<file path="src/hdl/port_mux_pkg.sv">
// Purpose: constants for the port direction and pin function block
// Assumes: port p bit b sits at flat index p*8+b
// Notes:   absent bits are zero in every mask but PIN_STRAP_GROUP, which sets absent port 4 bit 0
package port_mux_pkg;

	localparam int PORT_COUNT = 23;
	localparam int PORT_WIDTH = 8;
	localparam int PIN_COUNT  = PORT_COUNT * PORT_WIDTH;

	// ports that physically exist, port 22 in the top byte
	localparam logic [183:0] PIN_EXISTS =
		184'h23_00_00_00_00_3c_00_09_00_ff_f0_ff_ff_f8_fc_ff_1e_00_fe_ff_ff_ff_ff;
	// bits that may never drive their pin
	localparam logic [183:0] PIN_INPUT_ONLY =
		184'h02_00_00_00_00_0c_00_00_00_ff_f0_00_00_88_00_00_10_00_00_00_00_00_00;
	// ports 0 to 4 and port 22 bit 5 follow the straps
	localparam logic [183:0] PIN_STRAP_GROUP =
		184'h20_00_00_00_00_00_00_00_00_00_00_00_00_00_00_00_00_00_ff_ff_ff_ff_ff;

	localparam int IDX_BREAK      = 6 * 8 + 4;
	localparam int IDX_BUS_FIXED  = 4 * 8 + 6;
	localparam int IDX_STRAP_P22  = 22 * 8 + 5;

	// register map: addr[7:5] selects the group, addr[4:0] the port
	localparam logic [2:0] GRP_DATA   = 3'h0;
	localparam logic [2:0] GRP_DIR    = 3'h1;
	localparam logic [2:0] GRP_OPMODE = 3'h2;
	localparam logic [2:0] GRP_STATUS = 3'h3;
	localparam logic [4:0] STATUS_MODE = 5'h00;

	localparam logic [7:0] DIR_RESET    = 8'h00;
	localparam logic [7:0] DATA_RESET   = 8'h00;
	localparam logic [7:0] OPMODE_RESET = 8'h00;

	typedef enum logic [2:0] {
		MODE_SINGLE    = 3'b000,
		MODE_EXTENDED  = 3'b001,
		MODE_PROCESSOR = 3'b010,
		MODE_BOOT      = 3'b011,
		MODE_RESERVED  = 3'b100
	} op_mode_e;

endpackage

</file>
<file path="src/hdl/port_direction_pin_mux.sv">
// Purpose: port direction, input-only masking and pin function selection
// Assumes: straps and pins are asynchronous; registers on a plain strobe port
// Notes:   read data appear in the cycle after the read strobe
//
// Function
// every programmable port bit has its own direction bit chosen by software.
// port 6 bit 4 is always an input carrying the system break request.
// port 9 bit 7 and port 22 bit 1 are input-only receive pins and ignore direction.
// port 9 bit 3, port 12 bits 4-7, port 13 and port 17 bits 2-3 never drive.
// each pin is shared between port use and a peripheral or bus signal.
// ports 0 to 4 and port 22 bit 5 take their function from the two straps.
// ports 6 to 22 take their function from the operation-mode register.
// only in extended mode may the register change ports 0-4, never port 4 bit 6.
// in single-chip and processor mode the straps alone fix ports 0-4.
// straps low give ports; strap b alone, or strap a with protect low, give the bus.
// after reset every port bit is an input so no pin is driven.
`timescale 1ns/1ps
`default_nettype none

module port_direction_pin_mux (
	input  wire logic         clk,
	input  wire logic         sys_rst,
	input  wire logic [7:0]   reg_addr,
	input  wire logic [7:0]   reg_wdata,
	input  wire logic         reg_write,
	input  wire logic         reg_read,
	output logic      [7:0]   reg_rdata,
	input  wire logic         mode_strap_a,
	input  wire logic         mode_strap_b,
	input  wire logic         flash_protect_pin,
	input  wire logic [183:0] pin_in,
	output logic      [183:0] pin_out,
	output logic      [183:0] pin_oe,
	input  wire logic [183:0] alt_out,
	input  wire logic [183:0] alt_oe,
	output logic      [183:0] alt_in,
	output logic      [183:0] alt_select,
	output logic              system_break_request,
	output logic      [2:0]   op_mode,
	output logic              mode_invalid
);

	localparam int W = port_mux_pkg::PIN_COUNT;

	logic [W-1:0] data_q;
	logic [W-1:0] dir_q;
	logic [W-1:0] opmode_q;
	logic [W-1:0] pin_s1_q;
	logic [W-1:0] pin_s2_q;
	logic [W-1:0] pin_s3_q;
	logic [W-1:0] pin_q;
	logic [2:0]   strap_s1_q;
	logic [2:0]   strap_s2_q;
	logic [2:0]   strap_s3_q;
	logic [2:0]   strap_q;
	port_mux_pkg::op_mode_e mode_q;
	port_mux_pkg::op_mode_e mode_d;
	logic [7:0]   rdata_q;
	logic [7:0]   rdata_d;
	logic [W-1:0] drivable;
	logic [W-1:0] sel_d;
	logic         bus_mode;
	logic [2:0]   grp;
	logic [4:0]   port;
	logic         port_ok;

	assign grp      = reg_addr[7:5];
	assign port     = reg_addr[4:0];
	assign port_ok  = port < 5'(port_mux_pkg::PORT_COUNT);
	assign drivable = port_mux_pkg::PIN_EXISTS & ~port_mux_pkg::PIN_INPUT_ONLY;

	// pins: three stages, a change is taken once stages two and three agree
	always_ff @(posedge clk or posedge sys_rst) begin
		if (sys_rst) begin
			// all stages idle high, so release does not fake a falling edge on the break pin
			pin_s1_q <= '1;
			pin_s2_q <= '1;
			pin_s3_q <= '1;
			pin_q    <= '1;
		end else begin
			pin_s1_q <= pin_in;
			pin_s2_q <= pin_s1_q;
			pin_s3_q <= pin_s2_q;
			pin_q    <= (pin_s2_q & pin_s3_q) | (pin_q & (pin_s2_q ^ pin_s3_q));
		end
	end

	// straps are filtered the same way; mode follows them after reset release
	always_ff @(posedge clk or posedge sys_rst) begin
		if (sys_rst) begin
			strap_s1_q <= '0;
			strap_s2_q <= '0;
			strap_s3_q <= '0;
			strap_q    <= '0;
		end else begin
			strap_s1_q <= {flash_protect_pin, mode_strap_b, mode_strap_a};
			strap_s2_q <= strap_s1_q;
			strap_s3_q <= strap_s2_q;
			strap_q    <= (strap_s2_q & strap_s3_q) | (strap_q & (strap_s2_q ^ strap_s3_q));
		end
	end

	always_comb begin
		case (strap_q)
			3'b000, 3'b100: mode_d = port_mux_pkg::MODE_SINGLE;
			3'b010, 3'b110: mode_d = port_mux_pkg::MODE_EXTENDED;
			3'b001:         mode_d = port_mux_pkg::MODE_PROCESSOR;
			3'b101:         mode_d = port_mux_pkg::MODE_BOOT;
			default:        mode_d = port_mux_pkg::MODE_RESERVED;
		endcase
	end

	always_ff @(posedge clk or posedge sys_rst) begin
		if (sys_rst) begin
			mode_q <= port_mux_pkg::MODE_SINGLE;
		end else begin
			mode_q <= mode_d;
		end
	end

	assign bus_mode = (mode_q == port_mux_pkg::MODE_EXTENDED) ||
		(mode_q == port_mux_pkg::MODE_PROCESSOR);

	// function select per pin
	always_comb begin
		sel_d = opmode_q;
		if (mode_q == port_mux_pkg::MODE_EXTENDED) begin
			sel_d[port_mux_pkg::IDX_BUS_FIXED] = 1'b1;
		end else begin
			// boot and reserved fall back to plain ports, the safe choice
			for (int i = 0; i < W; i++) begin
				if (port_mux_pkg::PIN_STRAP_GROUP[i] && i < 40) begin
					sel_d[i] = bus_mode;
				end
			end
		end
		sel_d[port_mux_pkg::IDX_STRAP_P22] = bus_mode;
		sel_d = sel_d & port_mux_pkg::PIN_EXISTS;
	end

	// pin drive: alt function or port latch, input-only bits never enabled
	assign alt_select = sel_d;
	assign pin_out    = ((sel_d & alt_out) | (~sel_d & data_q)) & drivable;
	assign pin_oe     = ((sel_d & alt_oe) | (~sel_d & dir_q)) & drivable;

	always_ff @(posedge clk or posedge sys_rst) begin
		if (sys_rst) begin
			alt_in               <= '0;
			system_break_request <= 1'b0;
		end else begin
			alt_in               <= pin_q & port_mux_pkg::PIN_EXISTS;
			system_break_request <= ~pin_q[port_mux_pkg::IDX_BREAK];
		end
	end

	// register writes; masks keep absent bits at zero, and input-only bits too in direction and data
	always_ff @(posedge clk or posedge sys_rst) begin
		if (sys_rst) begin
			dir_q <= {port_mux_pkg::PORT_COUNT{port_mux_pkg::DIR_RESET}};
		end else if (reg_write && grp == port_mux_pkg::GRP_DIR && port_ok) begin
			dir_q[port*8 +: 8] <= reg_wdata & drivable[port*8 +: 8];
		end
	end

	always_ff @(posedge clk or posedge sys_rst) begin
		if (sys_rst) begin
			data_q <= {port_mux_pkg::PORT_COUNT{port_mux_pkg::DATA_RESET}};
		end else if (reg_write && grp == port_mux_pkg::GRP_DATA && port_ok) begin
			data_q[port*8 +: 8] <= reg_wdata & drivable[port*8 +: 8];
		end
	end

	always_ff @(posedge clk or posedge sys_rst) begin
		if (sys_rst) begin
			opmode_q <= {port_mux_pkg::PORT_COUNT{port_mux_pkg::OPMODE_RESET}};
		end else if (reg_write && grp == port_mux_pkg::GRP_OPMODE && port_ok) begin
			opmode_q[port*8 +: 8] <= reg_wdata & port_mux_pkg::PIN_EXISTS[port*8 +: 8];
		end
	end

	// reads: data group shows the filtered pin level, unmapped reads zero
	always_comb begin
		rdata_d = 8'h00;
		if (reg_read) begin
			case (grp)
				port_mux_pkg::GRP_DATA:
					if (port_ok) rdata_d = pin_q[port*8 +: 8] & port_mux_pkg::PIN_EXISTS[port*8 +: 8];
				port_mux_pkg::GRP_DIR:
					if (port_ok) rdata_d = dir_q[port*8 +: 8];
				port_mux_pkg::GRP_OPMODE:
					if (port_ok) rdata_d = opmode_q[port*8 +: 8];
				port_mux_pkg::GRP_STATUS:
					if (port == port_mux_pkg::STATUS_MODE) rdata_d = {5'h00, mode_q};
				default:
					rdata_d = 8'h00;
			endcase
		end
	end

	always_ff @(posedge clk or posedge sys_rst) begin
		if (sys_rst) begin
			rdata_q <= 8'h00;
		end else begin
			rdata_q <= rdata_d;
		end
	end

	assign reg_rdata    = rdata_q;
	assign op_mode      = mode_q;
	assign mode_invalid = (mode_q == port_mux_pkg::MODE_RESERVED);

endmodule // port_direction_pin_mux

`default_nettype wire

</file>
<file path="config.mk">
export PLATFORM = sky130hd
export DESIGN_NAME = port_direction_pin_mux
export DESIGN_NICKNAME = d
export VERILOG_FILES = /design/src/hdl/port_mux_pkg.sv /design/src/hdl/port_direction_pin_mux.sv
export SDC_FILE = /design/constraint.sdc
export NUM_CORES = 2
export LEC_CHECK = 0
export BUFFER_PORTS_ARGS = -buffer_cell sky130_fd_sc_hd__buf_2
export CORE_AREA = 2 2 520 522
export CTS_CLUSTER_SIZE = 25
export DETAILED_ROUTE_END_ITERATION = 6
export DIE_AREA = 0 0 522 524
export PLACE_DENSITY = 0.48
export SLEW_MARGIN = 20
export SYNTH_ARGS = -nofsm -noshare
export SYNTH_HDL_FRONTEND = slang
export SYNTH_SLANG_ARGS = --single-unit
</file>
<file path="constraint.sdc">
create_clock -name clk -period 53.7 [get_ports clk]
set_clock_uncertainty 0.2 [all_clocks]
set_input_delay 2.685 -clock clk [delete_from_list [all_inputs] [get_ports clk]]
set_output_delay 2.685 -clock clk [all_outputs]
set_load 0.01 [all_outputs]
</file>
==> results.py <==
metrics = {
    "global_route": {
        "overflow": 0,
        "grt_pass1_wl_um": 280000,
        "grt_pass1_vias": 32500,
        "grt_max_degree": 156,
        "antenna_found_initial": 107,
        "track_usage": 0.149,
    },
    "hold_path": {
        "min_to": "pin_s2_q[51]",
        "hold_path.class": "reg -> reg",
        "worstHoldStart": "pin_s1_q[51]",
        "whs_path_depth": 0,
    },
    "place": {
        "hpwl_um": 160000,
        "port_buffers": 727,
        "place.gp.congestion": 0.938,
        "dp_worst_setup_slack_ns": 46.15,
    },
    "clock_tree": {
        "cts_htree_levels": 4,
        "clk_transition_reported_paths_ns": 0.06,
        "clockRootBuffer": "clkbuf_16",
        "cts-resized-gates": 0,
        "cts_buffers": 146,
        "clkSinkCount": 1252,
        "cts_setup_buffers": 0,
        "cts_tree": "yes",
        "clk_latency_ns": 0.82,
        "cts.path.max_buffers": 3,
        "hold_buffers": 0,
    },
    "route": {
        "drc": 0,
        "initialDrtViolationCount": 2200,
        "wire_per_inst_um": 25.2,
        "via_per_inst": 3.96,
        "drtAntennaViolNets": 0,
        "dr.pass1.iters": 7,
        "vias": 32800,
        "wl_um": 208000,
    },
    "finish": {
        "drive_gt1_frac": 0.474,
        "area_growth_pct": 21.6,
        "final_nets": 5338,
        "fill_cells": 28200,
    },
    "sta": {
        "hold_violations": 0,
        "rsz0062_at_grt": "no",
        "slew_headroom": 0.197,
        "worst-slew-pin-transition_ns": 1.17,
        "period_needed_ns": 6.53,
        "layout_setup_ws_ns": 47.17,
        "fin_crit_sh": 0.122,
        "slew_violations": 0,
        "finalSetupTns_ns": 0,
        "fmax_mhz": 153,
        "setup_viol": 0,
    },
    "yosys": {
        "synth.area.top_cells": "dfstp_2, dfrtp_1, mux2_2, buf_4, ha_1",
        "synth_compound_area_frac": 0.0757,
        "syn_area_um2": 52500,
        "synth_cells": 3848,
        "synth_edf_count": 0,
        "synth-seq-cells": 1252,
        "ys_types": 69,
        "yosys.area.top_type": "dfstp_2",
        "synth_common_cells": "dfstp_2, dfrtp_1, buf_4, nand2_1, mux2_2",
        "synth-main-ff-cell": "dfstp_2",
        "ys_seq_area_frac": 0.613,
        "muxShareOfSynthArea": 0.133,
        "yosys.area_share.simple": 0.0552,
        "avgSynthCellArea_um2": 13.6,
        "yosysWarnings": 0,
        "synth_xor_area_frac": 0.00105,
        "ys_async_sr_fraction": 1.00,
        "synth_top_family_by_area": "multiplexers",
        "synth_fa_ha_area_frac": 0.0427,
        "synth_top_cell_area_share": 0.341,
        "yosysMostFrequentCell": "dfstp_2",
    },
    "critical_path": {
        "worstSetupPathType": "in -> reg",
        "critPathMaxStageDelay_ns": 0.88,
        "cp-startpoint": "reg_addr[0]",
        "r2r_setup_slack_ns": 50.62,
        "rr_endpoint": "reg_rdata[3]",
        "reg2reg_from": "pin_q[3]",
        "cp.arrival_ns": 6.98,
        "crit_path_max_fanout": 30,
        "cp_top_family": "buffers and inverters",
        "cp_cell_sequence": "buf_8 > buf_4 > buf_4 > nor2b_1 > a211oi_1 > o21ai_0 > nor3_1 > nor4_1 > a31oi_1",
        "crit_top_cell": "buf_4",
        "startpoint_type": "input port",
        "reg2reg_depth": 5,
        "endpoint_kind": "flop",
        "cp.required_ns": 54.15,
        "worst-path-buf-inv": 3,
        "cpMaxStageDelayCell": "nor3_1",
    },
    "die": {
        "start_util": 0.196,
        "dieArea_um2": 274000,
        "std_cell_rows": 190,
        "core_um2": 267000,
        "die_y_um": 524,
        "io_pins": 1324,
        "die_x_um": 522,
    },
    "pwr": {
        "p_leak_nw": 29.8,
        "vdd_drop_max_uv": 30.0,
        "p_int_mw": 1.69,
        "power_frac_seq": 0.456,
        "comb_power_share": 0.089,
        "power_frac_clock": 0.455,
        "p_per_area_nw_per_um2": 35.9,
        "p_sw_mw": 0.604,
        "switching_share": 0.264,
    },
    "job": {
        "cap_violations": 0,
    },
    "status": {
        "status": "finished, final reports clean",
    },
}
-- worst max path at each step --
stage                              end  slack, ns  cells after the start
final                     reg_rdata[3]      47.17                      9
after global routing        alt_in[71]      46.60                      7
after CTS                   pin_out[5]      47.03                      5
after detailed placement    alt_in[71]      46.15                      7
after global placement      alt_in[71]      46.25                      7
after floorplan              alt_in[0]      16.66                      1
-- cell usage in the layout, fill, tap and decap left out, types with 21 or more instances in the layout --
master | netlist | routed
buf_2 | 34 | 724
dfstp_2 | 680 | 680
dfrtp_1 | 572 | 572
nand2_1 | 395 | 393
conb_1 | 1 | 376
mux2_2 | 363 | 363
o21ai_0 | 201 | 201
ha_1 | 179 | 179
a21o_1 | 177 | 177
clkbuf_16 | 0 | 146
mux4_2 | 95 | 95
mux2i_1 | 73 | 73
o31ai_1 | 70 | 70
a21oi_1 | 68 | 66
nor2_1 | 69 | 64
buf_4 | 450 | 62
inv_1 | 51 | 49
nand3_1 | 42 | 42
clkbuf_8 | 0 | 36
nor3_1 | 30 | 29
clkinv_2 | 0 | 22
clkbuf_1 | 77 | 21
-- power groups by stage --
stage	Sequential (mW)	Clock, mW	Combinational, mW
global placement	1.06	0	0.206
finish	1.04	1.04	0.204
global route	1.05	1.11	0.223
floorplan	1.05	0	0.126
CTS	1.05	1.08	0.208
detailed placement	1.06	0	0.207
-- cell type report --
| type | count | area, µm² | share of cell area |
|---|---|---|---|
| clock buffer | 203 | 4230 | 0.0663 |
| antenna | 17 | 42.5 | 0.000667 |
| timing repair buffer | 791 | 4170 | 0.0654 |
| clock inverter | 64 | 860 | 0.0135 |
| tap | 3552 | 4440 | 0.0697 |
| sequential | 1252 | 32200 | 0.505 |
| multi-input combinational | 2341 | 17700 | 0.277 |
| inverter | 52 | 203 | 0.00318 |
-- logic make-up (layout without fill, tap and decap cells) --
family / Yosys count / after routing
AO/OA/AOI/OAI: 613 / 613
buffers and inverters: 630 / 1110
other: 1 / 393
XOR/XNOR: 2 / 2
adder cells (fa/ha/maj): 179 / 179
AND/OR/NAND/NOR: 637 / 637
flip-flops: 1252 / 1252
multiplexers: 534 / 534
-- per-layer routing --
| metal | up-vias | global-route usage | share of wire | routed length [µm] |
|---|---|---|---|---|
| met5 | - | 0 | 0.0025 | 523 |
| met2 | 1397 | 0.230 | 0.45 | 94200 |
| li1 | 14200 | - | - | - |
| met3 | 376 | 0.0571 | 0.096 | 20000 |
| met4 | 88 | 0.0383 | 0.024 | 5070 |
| met1 | 16800 | 0.193 | 0.43 | 88600 |
-- state kept, by name (all words and copies together), names as in the netlist, 8 cells and up --
register,count
data_q,81
pin_s3_q,170
dir_q,184
pin_q,170
reg_rdata,8
opmode_q,184
pin_s2_q,170
alt_in,99
pin_s1_q,170
-- per-stage QoR --
| stage | hold slack, ns | total power, mW | utilization | std cells | area, µm² |
|---|---|---|---|---|---|
| 2_1_floorplan | 0.131 | 1.18 | - | 4223 | 53900 |
| 3_3_place_gp | 0.136 | 1.27 | 0.219 | 7988 | 58600 |
| 3_5_place_dp | 0.136 | 1.27 | 0.219 | 7988 | 58600 |
| 4_1_cts | 0.121 | 2.33 | 0.238 | 8255 | 63700 |
| 5_1_grt | 0.129 | 2.39 | 0.238 | 8260 | 63800 |
| 6_report | 0.123 | 2.29 | 0.238 | 8272 | 63800 |
-- worst register-to-register path: cells and delay by family, from the launching register on --
family          cells  cell delay, ns
simple gates        2            1.05
compound gates      1            0.63
flops               1            0.56
mux                 2            0.49
No activity file was read; power rests on OpenSTA's default activity.
